**config.mk**
```make
export PLATFORM = sky130hd
export DESIGN_NAME = supervisor_io_register_bank
export DESIGN_NICKNAME = d
export VERILOG_FILES = /design/src/verilog/supv_regs_pkg.sv /design/src/verilog/supv_reset_sync.sv /design/src/verilog/supv_output_mux.sv /design/src/verilog/supervisor_io_register_bank.sv
export SDC_FILE = /design/constraint.sdc
export NUM_CORES = 1
export LEC_CHECK = 0
export ABC_AREA = 1
export BUFFER_PORTS_ARGS = -buffer_cell sky130_fd_sc_hd__clkbuf_2
export CAP_MARGIN = 20
export CORE_MARGIN = 3
export CORE_UTILIZATION = 35
export DETAILED_ROUTE_END_ITERATION = 10
export GPL_TIMING_DRIVEN = 0
export PLACE_DENSITY_LB_ADDON = 0.12
export REMOVE_ABC_BUFFERS = 1
export SYNTH_ARGS = -nofsm -noshare
export SYNTH_HDL_FRONTEND = slang
export SYNTH_HIERARCHICAL = 1
export SYNTH_SLANG_ARGS = --single-unit
export TNS_END_PERCENT = 100
```
**constraint.sdc**
```tcl
create_clock -name sys_clk -period 1.9 [get_ports sys_clk]
set_input_delay 0.19 -clock sys_clk [delete_from_list [all_inputs] [get_ports sys_clk]]
set_output_delay 0.19 -clock sys_clk [all_outputs]
set_load 0.05 [all_outputs]
```
**src/verilog/supv_regs_pkg.sv**
```systemverilog
// Package: offsets, layouts and reset values of the supervisor register bank
package supv_regs_pkg;
    localparam logic [7:0] OFS_OUT_STATE_A  = 8'h03;
    localparam logic [7:0] OFS_OUT_STATE_B  = 8'h04;
    localparam logic [7:0] OFS_INPUT_LEVELS = 8'h06;
    localparam logic [7:0] OFS_SIG_A        = 8'h0a;
    localparam logic [7:0] OFS_SIG_B        = 8'h0b;
    localparam logic [7:0] OFS_SIG_C        = 8'h0c;
    localparam logic [7:0] OFS_SIG_D        = 8'h0d;
    localparam logic [7:0] OFS_SW_OUT_A     = 8'h0e;
    localparam logic [7:0] OFS_SW_OUT_B     = 8'h0f;
    localparam logic [7:0] OFS_IN_OVERRIDE  = 8'h11;
    localparam logic [7:0] OFS_SOFT_RESET   = 8'h12;
    // Reset values of the writable registers
    localparam logic [7:0] RST_SW_OUT_A     = 8'h04;
    localparam logic [5:0] RST_SW_OUT_B     = 6'h00;
    localparam logic [2:0] RST_IN_OVERRIDE  = 3'h0;
    // Field position and output count
    localparam int         ALERT_EN_BIT     = 2;
    localparam int         NUM_OUTPUTS      = 14;
    // Value seen in unmapped and non-functional positions
    localparam logic [7:0] FILL_ONES        = 8'hff;
    // Length of the internal reset pulse from a soft reset, in cycles
    localparam logic [3:0] SOFT_RST_CYCLES  = 4'h4;
    // Smbus alert response address (7-bit)
    localparam logic [6:0] ALERT_RESP_ADDR  = 7'h0c;
endpackage

```
**src/verilog/supv_reset_sync.sv**
```systemverilog
// Reset synchroniser combining the pin reset with the soft reset request
`timescale 1ns/1ps
module supv_reset_sync
    import supv_regs_pkg::*;
(
    // Clock and reset
    input  wire logic sys_clk,
    input  wire logic rstn,
    // Soft reset request, one-cycle pulse
    input  wire logic soft_req,
    // Synchronised reset
    output logic      core_rstn
);
    logic [1:0] sync_ff;
    logic [3:0] pulse_cnt_ff;
    logic [3:0] nxt_pulse_cnt;
    logic       pulse_active;

    assign pulse_active  = (pulse_cnt_ff != 4'h0);
    assign nxt_pulse_cnt = soft_req ? SOFT_RST_CYCLES
                         : (pulse_active ? pulse_cnt_ff - 4'h1 : 4'h0);

    // Counter lives on pin reset only, so a soft reset cannot cut itself short
    always_ff @(posedge sys_clk or negedge rstn) begin
        if (!rstn) begin
            pulse_cnt_ff <= 4'h0;
        end else begin
            pulse_cnt_ff <= nxt_pulse_cnt;
        end
    end

    always_ff @(posedge sys_clk or negedge rstn) begin
        if (!rstn) begin
            sync_ff <= 2'b00;
        end else begin
            sync_ff <= {sync_ff[0], ~pulse_active};
        end
    end

    assign core_rstn = sync_ff[1];
endmodule

```
**src/verilog/supv_output_mux.sv**
```systemverilog
// Per-output source selection between logic array and software bits
`timescale 1ns/1ps
module supv_output_mux
    import supv_regs_pkg::*;
(
    // Sources
    input  wire logic [13:0] array_out,
    input  wire logic [13:0] sw_bits,
    input  wire logic [13:0] use_sw,
    // Alert support on output three
    input  wire logic        alert_mode_setting,
    input  wire logic        alert_enable_low,
    // Drive values
    output logic      [13:0] drive_value
);
    logic [13:0] chosen;
    logic        alert_level;

    assign chosen = (use_sw & sw_bits) | (~use_sw & array_out);
    // Alert line low only while armed and the array pulls it low
    assign alert_level = array_out[2] | alert_enable_low;
    assign drive_value = {chosen[13:3],
                          alert_mode_setting ? alert_level : chosen[2],
                          chosen[1:0]};
endmodule

```
**src/verilog/supervisor_io_register_bank.sv**
```systemverilog
// Register bank of the supply supervisor behind the two-wire interface
//
// Overview of operation
// 0x06 reads input levels four..one in bits 3:0, upper bits one
// 0x11 holds array input values four..two in bits 3:1
// Output status shows the internal drive value, not the pin level
// 0x03 reports output one, two, then three to eight
// 0x04 reports outputs nine to fourteen, bits 7:6 one
// Each output chooses array or software bit by nonvolatile setting
// 0x0e holds software bits one, two, alert enable, four..eight
// 0x0f holds software bits nine to fourteen, bits 7:6 one
// Signature bytes 0x0a..0x0d, lowest address holds lowest byte
// Any write to 0x12 resets the whole device like the pin
// In alert mode output three mixes array output and alert enable
// Master arms alert by writing enable low; array pulls line low
// Alert response read: device transmits its own slave address
// Matching transmitted address sets alert enable high, releasing line
// Master clears the cause then re-arms by writing enable low
// Non-functional bits always read back as one
// Override reaches array only when its input mux selects register
// Writes to read-only or non-functional bits are ignored
`timescale 1ns/1ps
module supervisor_io_register_bank
    import supv_regs_pkg::*;
(
    // Clock and reset
    input  wire logic        sys_clk,
    input  wire logic        rstn,
    // Register port from the two-wire slave engine
    input  wire logic [7:0]  reg_addr,
    input  wire logic        reg_wr,
    input  wire logic [7:0]  reg_wdata,
    input  wire logic        reg_rd,
    output logic      [7:0]  reg_rdata,
    // Alert response phase from the slave engine
    input  wire logic        ara_done,
    input  wire logic [6:0]  ara_sent_addr,
    input  wire logic [6:0]  own_slave_addr,
    // Digital input pins
    input  wire logic [3:0]  digital_input_pin,
    // Nonvolatile configuration
    input  wire logic [2:0]  input_mux_sel_reg,
    input  wire logic [13:0] output_src_sw,
    input  wire logic        alert_mode_setting,
    input  wire logic [31:0] user_signature,
    // Logic array connections
    input  wire logic [13:0] logic_array_out,
    output logic      [3:0]  logic_array_in,
    // Output pin drive, open drain
    output logic      [13:0] out_pin_o,
    output logic      [13:0] out_pin_oe,
    // Device-wide reset
    output logic             device_rstn
);
    logic        core_rstn;
    logic        soft_req;
    logic [7:0]  sw_out_a_ff;
    logic [5:0]  sw_out_b_ff;
    logic [2:0]  override_ff;
    logic [7:0]  rdata_ff;
    logic [13:0] drive_ff;
    logic [3:0]  inputs_ff;
    logic [7:0]  nxt_sw_out_a;
    logic [5:0]  nxt_sw_out_b;
    logic [2:0]  nxt_override;
    logic [7:0]  nxt_rdata;
    logic [13:0] drive_value;
    logic [13:0] sw_bits;
    logic        wr_sw_a;
    logic        wr_sw_b;
    logic        wr_override;
    logic        alert_release;

    assign soft_req = reg_wr && (reg_addr == OFS_SOFT_RESET);

    supv_reset_sync u_rst (
        .sys_clk   (sys_clk),
        .rstn      (rstn),
        .soft_req  (soft_req),
        .core_rstn (core_rstn)
    );
    assign device_rstn = core_rstn;

    // Write decode; read-only offsets have no write path
    assign wr_sw_a     = reg_wr && (reg_addr == OFS_SW_OUT_A);
    assign wr_sw_b     = reg_wr && (reg_addr == OFS_SW_OUT_B);
    assign wr_override = reg_wr && (reg_addr == OFS_IN_OVERRIDE);

    // Release only when our own address went out during the response
    assign alert_release = ara_done
                        && (ara_sent_addr == own_slave_addr);

    // Hardware release wins over a simultaneous software arm
    always_comb begin
        nxt_sw_out_a = wr_sw_a ? reg_wdata : sw_out_a_ff;
        if (alert_release) begin
            nxt_sw_out_a[ALERT_EN_BIT] = 1'b1;
        end
    end
    assign nxt_sw_out_b = wr_sw_b ? reg_wdata[5:0] : sw_out_b_ff;
    assign nxt_override = wr_override ? reg_wdata[3:1]
                                      : override_ff;

    always_ff @(posedge sys_clk or negedge core_rstn) begin
        if (!core_rstn) begin
            sw_out_a_ff <= RST_SW_OUT_A;
            sw_out_b_ff <= RST_SW_OUT_B;
            override_ff <= RST_IN_OVERRIDE;
        end else begin
            sw_out_a_ff <= nxt_sw_out_a;
            sw_out_b_ff <= nxt_sw_out_b;
            override_ff <= nxt_override;
        end
    end

    // Software bit per output; slot three is held at one, as register bit 2 is the alert enable, not a data bit
    assign sw_bits = {sw_out_b_ff, sw_out_a_ff[7:3],
                      1'b1, sw_out_a_ff[1:0]};

    supv_output_mux u_mux (
        .array_out          (logic_array_out),
        .sw_bits            (sw_bits),
        .use_sw             (output_src_sw),
        .alert_mode_setting (alert_mode_setting),
        .alert_enable_low   (sw_out_a_ff[ALERT_EN_BIT]),
        .drive_value        (drive_value)
    );

    // Registered drive; status reads this, never the pin
    always_ff @(posedge sys_clk or negedge core_rstn) begin
        if (!core_rstn) begin
            drive_ff  <= {NUM_OUTPUTS{1'b1}};
            inputs_ff <= 4'h0;
        end else begin
            drive_ff  <= drive_value;
            inputs_ff <= digital_input_pin;
        end
    end

    // Open drain: pull low for a zero, release for a one
    assign out_pin_o  = 14'h0000;
    assign out_pin_oe = ~drive_ff;

    // Input one has no override; others follow the nonvolatile mux
    assign logic_array_in = {
        input_mux_sel_reg[2] ? override_ff[2] : inputs_ff[3],
        input_mux_sel_reg[1] ? override_ff[1] : inputs_ff[2],
        input_mux_sel_reg[0] ? override_ff[0] : inputs_ff[1],
        inputs_ff[0]};

    // Read decode; unmapped offsets read all ones
    always_comb begin
        if (reg_addr == OFS_OUT_STATE_A) begin
            nxt_rdata = drive_ff[7:0];
        end else if (reg_addr == OFS_OUT_STATE_B) begin
            nxt_rdata = {2'b11, drive_ff[13:8]};
        end else if (reg_addr == OFS_INPUT_LEVELS) begin
            nxt_rdata = {4'hf, inputs_ff};
        end else if (reg_addr == OFS_SIG_A) begin
            nxt_rdata = user_signature[7:0];
        end else if (reg_addr == OFS_SIG_B) begin
            nxt_rdata = user_signature[15:8];
        end else if (reg_addr == OFS_SIG_C) begin
            nxt_rdata = user_signature[23:16];
        end else if (reg_addr == OFS_SIG_D) begin
            nxt_rdata = user_signature[31:24];
        end else if (reg_addr == OFS_SW_OUT_A) begin
            nxt_rdata = sw_out_a_ff;
        end else if (reg_addr == OFS_SW_OUT_B) begin
            nxt_rdata = {2'b11, sw_out_b_ff};
        end else if (reg_addr == OFS_IN_OVERRIDE) begin
            nxt_rdata = {4'hf, override_ff, 1'b1};
        end else begin
            nxt_rdata = FILL_ONES;
        end
    end

    always_ff @(posedge sys_clk or negedge core_rstn) begin
        if (!core_rstn) begin
            rdata_ff <= FILL_ONES;
        end else if (reg_rd) begin
            rdata_ff <= nxt_rdata;
        end
    end

    assign reg_rdata = rdata_ff;
endmodule

```
==> results.md <==
- Run status: finished clean
- Top Usage Layer GRT: met2
- MaxCap Viol Count: 0
- CP endpoint kind: output pin
- Global-route wire length before repair: 14.1 mm
- Final min period: between 1.5 and 2 ns
- Syn. warnings: 6
- Post-Synthesis Cells: between 400 and 500
- Postcts setup bufs: 0
- Worst stage delay on the critical path: 0.72 ns
- Setup TNS: 0 ns
- Ranking of synthesized cells by area: dfrtp_1 22%, dfstp_2 21%, nand2_1 13%
- Sequential area share after synthesis: between 40% and 50%
- Layout filler cell count: about 860
- Fin crit share: between 90 and 100%
- Total routed wirelength: 8.40 mm
- Num Clock Sinks: 49
- Post-synth EDFFs: 0
- Post-synth ARST share: 100%
- First-pass DRT Iterations: 4
- Grt total ovfl: 0
- Yosys top cell area share: between 20 and 25%
- Setup slack at placement: approximately 0.18 ns
- N_diodes: 0
- Routing usage on met2: a little under a third
- # hold bufs at CTS: 5
- Crit Path Category: reg2out
- Worst path slowest cell: dfrtp_2
- Post-route ant nets: 0
- PD cells: a little under 800 nW/um^2
- Worst endpoint required time: 1.71 ns
- RD Place Congestion: about 0.83
- Endpoints failing setup: 0
- Cell taking the most area after synthesis: dfrtp_1
- Post-DP HPWL: approximately 7.0 mm
- Vias in the first global route: 2940
- Multi-input gate area: 1300 sq um
- CTS Buf Count: 5
- Worst vdd ir: slightly below 500 uV
- Synthesized area per cell: 7.28 sq um
- Max transition margin: between 40% and 50%
- M3 GR Usage: just over 4%
- Max FO, Critical Path: 23
- Ports: between 100 and 150
- Num rows: 32
- Area Growth Syn to Fin: 30.1%
- Core Region: about 8000 sq um
- Register area: approximately 1300 sq um
- Leak: ~0.0021 uW
- PortBufs: 129
- CP startpoint kind: flop
- Setup WS post-layout: around 0.14 ns
- Top cells by count, synth: 106 x nand2_1, 75 x inv_1, 29 x o21ai_0
- CTS tree: done
- Iter 0 DRT Violations: 97
- Via-to-Cell Ratio: about 4.4
- Post-CTS resize count: 0
- RSZ-0062 raised after global routing: false
- Nets@finish: between 600 and 700
- H-tree depth: 2
- Die Wd: just under 100 um
- Peak Freq: around 0.57 GHz
- DR vias: roughly 2900
- GR Layer Usage met1: a little under a quarter
- Most common cell in the synthesized netlist: nand2_1
- Antenna violations before repair: 0
- Flops & latches, synth: between 40 and 50
- Post-synth top flop: dfrtp_1
- Cell variety after synth: 38
- Worst-Margin Slew: 0.775 ns
- Fin. Hold Viols: 0
- CP arrival: between 1.5 and 2 ns
- Pin count of the biggest net entering global routing: 24
- Residual DRC count: 0
- GRT Util Overall: between 10% and 20%
- Worst hold-check path type: in2reg
- Crit-path cells: buf_16 > clkbuf_2
- Reg clk slew, reported paths: 0.10 ns
- Clk root buf: clkbuf_8
- Worst skew pair latency: approximately 0.31 ns
- Die Span Y: between 90 and 100 um
- CTS Buffer Depth: 2
- Worst Clk Skew: approximately 0.0078 ns
- Synth Cell Area: between 2000 and 3000 sq um
- Initial core utilization: 37.0%
- Wire per inst: about 13 um
- DIE AREA: around 9600 sq um
- Slew Viols, Final: 0
- Layout cells sized above 1: about a third
==> cell families (layout without fill, tap and decap cells) <==
| family | Yosys count | in the layout | synth area share, % |
|---|---|---|---|
| buffers and inverters | 101 | 226 | 15.0 |
| multiplexers | 1 | 1 | 0.382 |
| flip-flops | 49 | 49 | 42.6 |
| AND/OR/NAND/NOR | 189 | 189 | 29.4 |
| AO/OA/AOI/OAI | 58 | 58 | 10.7 |
| XOR/XNOR | 4 | 4 | 1.19 |
| adder cells (fa/ha/maj) | 1 | 1 | 0.424 |
| other | 2 | 15 | 0.255 |
==> critical path: cells and delay by family (launching register included) <==
| kind | cells | cell delay, ns |
|---|---|---|
| flip-flops | 1 | 0.72 |
| buffers and inverters | 2 | 0.54 |
==> per-stage QoR <==
stage          cells  utilization [%]  power, uW  hold slack, ns  cell area [sq um]
3_3_place_gp     631             45.7       2150          0.0253               3640
6_report         645             48.1       2970          0.0354               3830
3_5_place_dp     632             46.1       2240          0.0284               3670
4_1_cts          645             48.1       3020          0.0299               3830
5_1_grt          645             48.1       3150          0.0447               3830
2_1_floorplan    400                -       1890          -0.106               2870
==> registers in the layout (all words and copies together) (netlist names) <==
name	cells
override_ff	3
u_rst/sync_ff	2
drive_ff	14
sw_out_b_ff	6
u_rst/pulse_cnt_ff	4
sw_out_a_ff	8
reg_rdata	8
inputs_ff	4
==> report_power, final <==
| group | leakage [uW] | total [uW] | switching [uW] | internal (uW) |
|---|---|---|---|---|
| Clock | 0.0000543 | 768 | 373 | 394 |
| Combinational | 0.00152 | 847 | 565 | 282 |
| Sequential | 0.000569 | 1360 | 141 | 1210 |
| Total | 0.00214 | 2970 | 1080 | 1890 |
==> routing by layer <==
| layer | share of wire [%] | vias up |
|---|---|---|
| li1 | - | 1495 |
| met1 | 43 | 1259 |
| met2 | 49 | 104 |
| met3 | 7.2 | 8 |
| met4 | 0.88 | 0 |
| met5 | 0 | - |
==> cell usage in the layout, fill, tap and decap left out, drive strengths merged, types with 4 or more instances in the layout <==
cell / instances
a21oi: 11
nand3b: 4
nor2: 34
or2: 8
dlygate4sd3: 5
nor3: 5
inv: 83
nand4: 7
clkbuf: 134
dfstp: 23
xnor2: 4
conb: 15
o21ai: 40
nand3: 18
dfrtp: 26
nand2: 111
==> worst paths after layout <==
| kind | endpoint | slack (ns) | startpoint | cells past startpoint |
|---|---|---|---|---|
| hold / removal | drive_ff[9] | 0.04 | output_src_sw[9] | 2 |
| max in group asynchronous | reg_rdata[1] | 1.07 | u_rst/sync_ff[1] | 1 |
| min in group asynchronous | u_rst/pulse_cnt_ff[0] | 0.23 | rstn | 2 |
| setup reg to reg | reg_rdata[2] | 0.69 | sw_out_a_ff[2] | 6 |
| hold reg to reg | sw_out_a_ff[3] | 0.25 | u_rst/sync_ff[1] | 0 |
| setup / recovery | device_rstn | 0.14 | u_rst/sync_ff[1] | 2 |
==> layout make-up <==
cell class              instances  share of cell area (%)
well taps                     102                    3.33
multi-input cells             268                    33.9
inverters                      83                    8.19
repair buffers                135                    18.9
clock buffers                   5                    1.79
flip-flops and latches         49                    32.8
clock inverters                 3                    1.21
No activity file was read; power rests on OpenSTA's default activity.
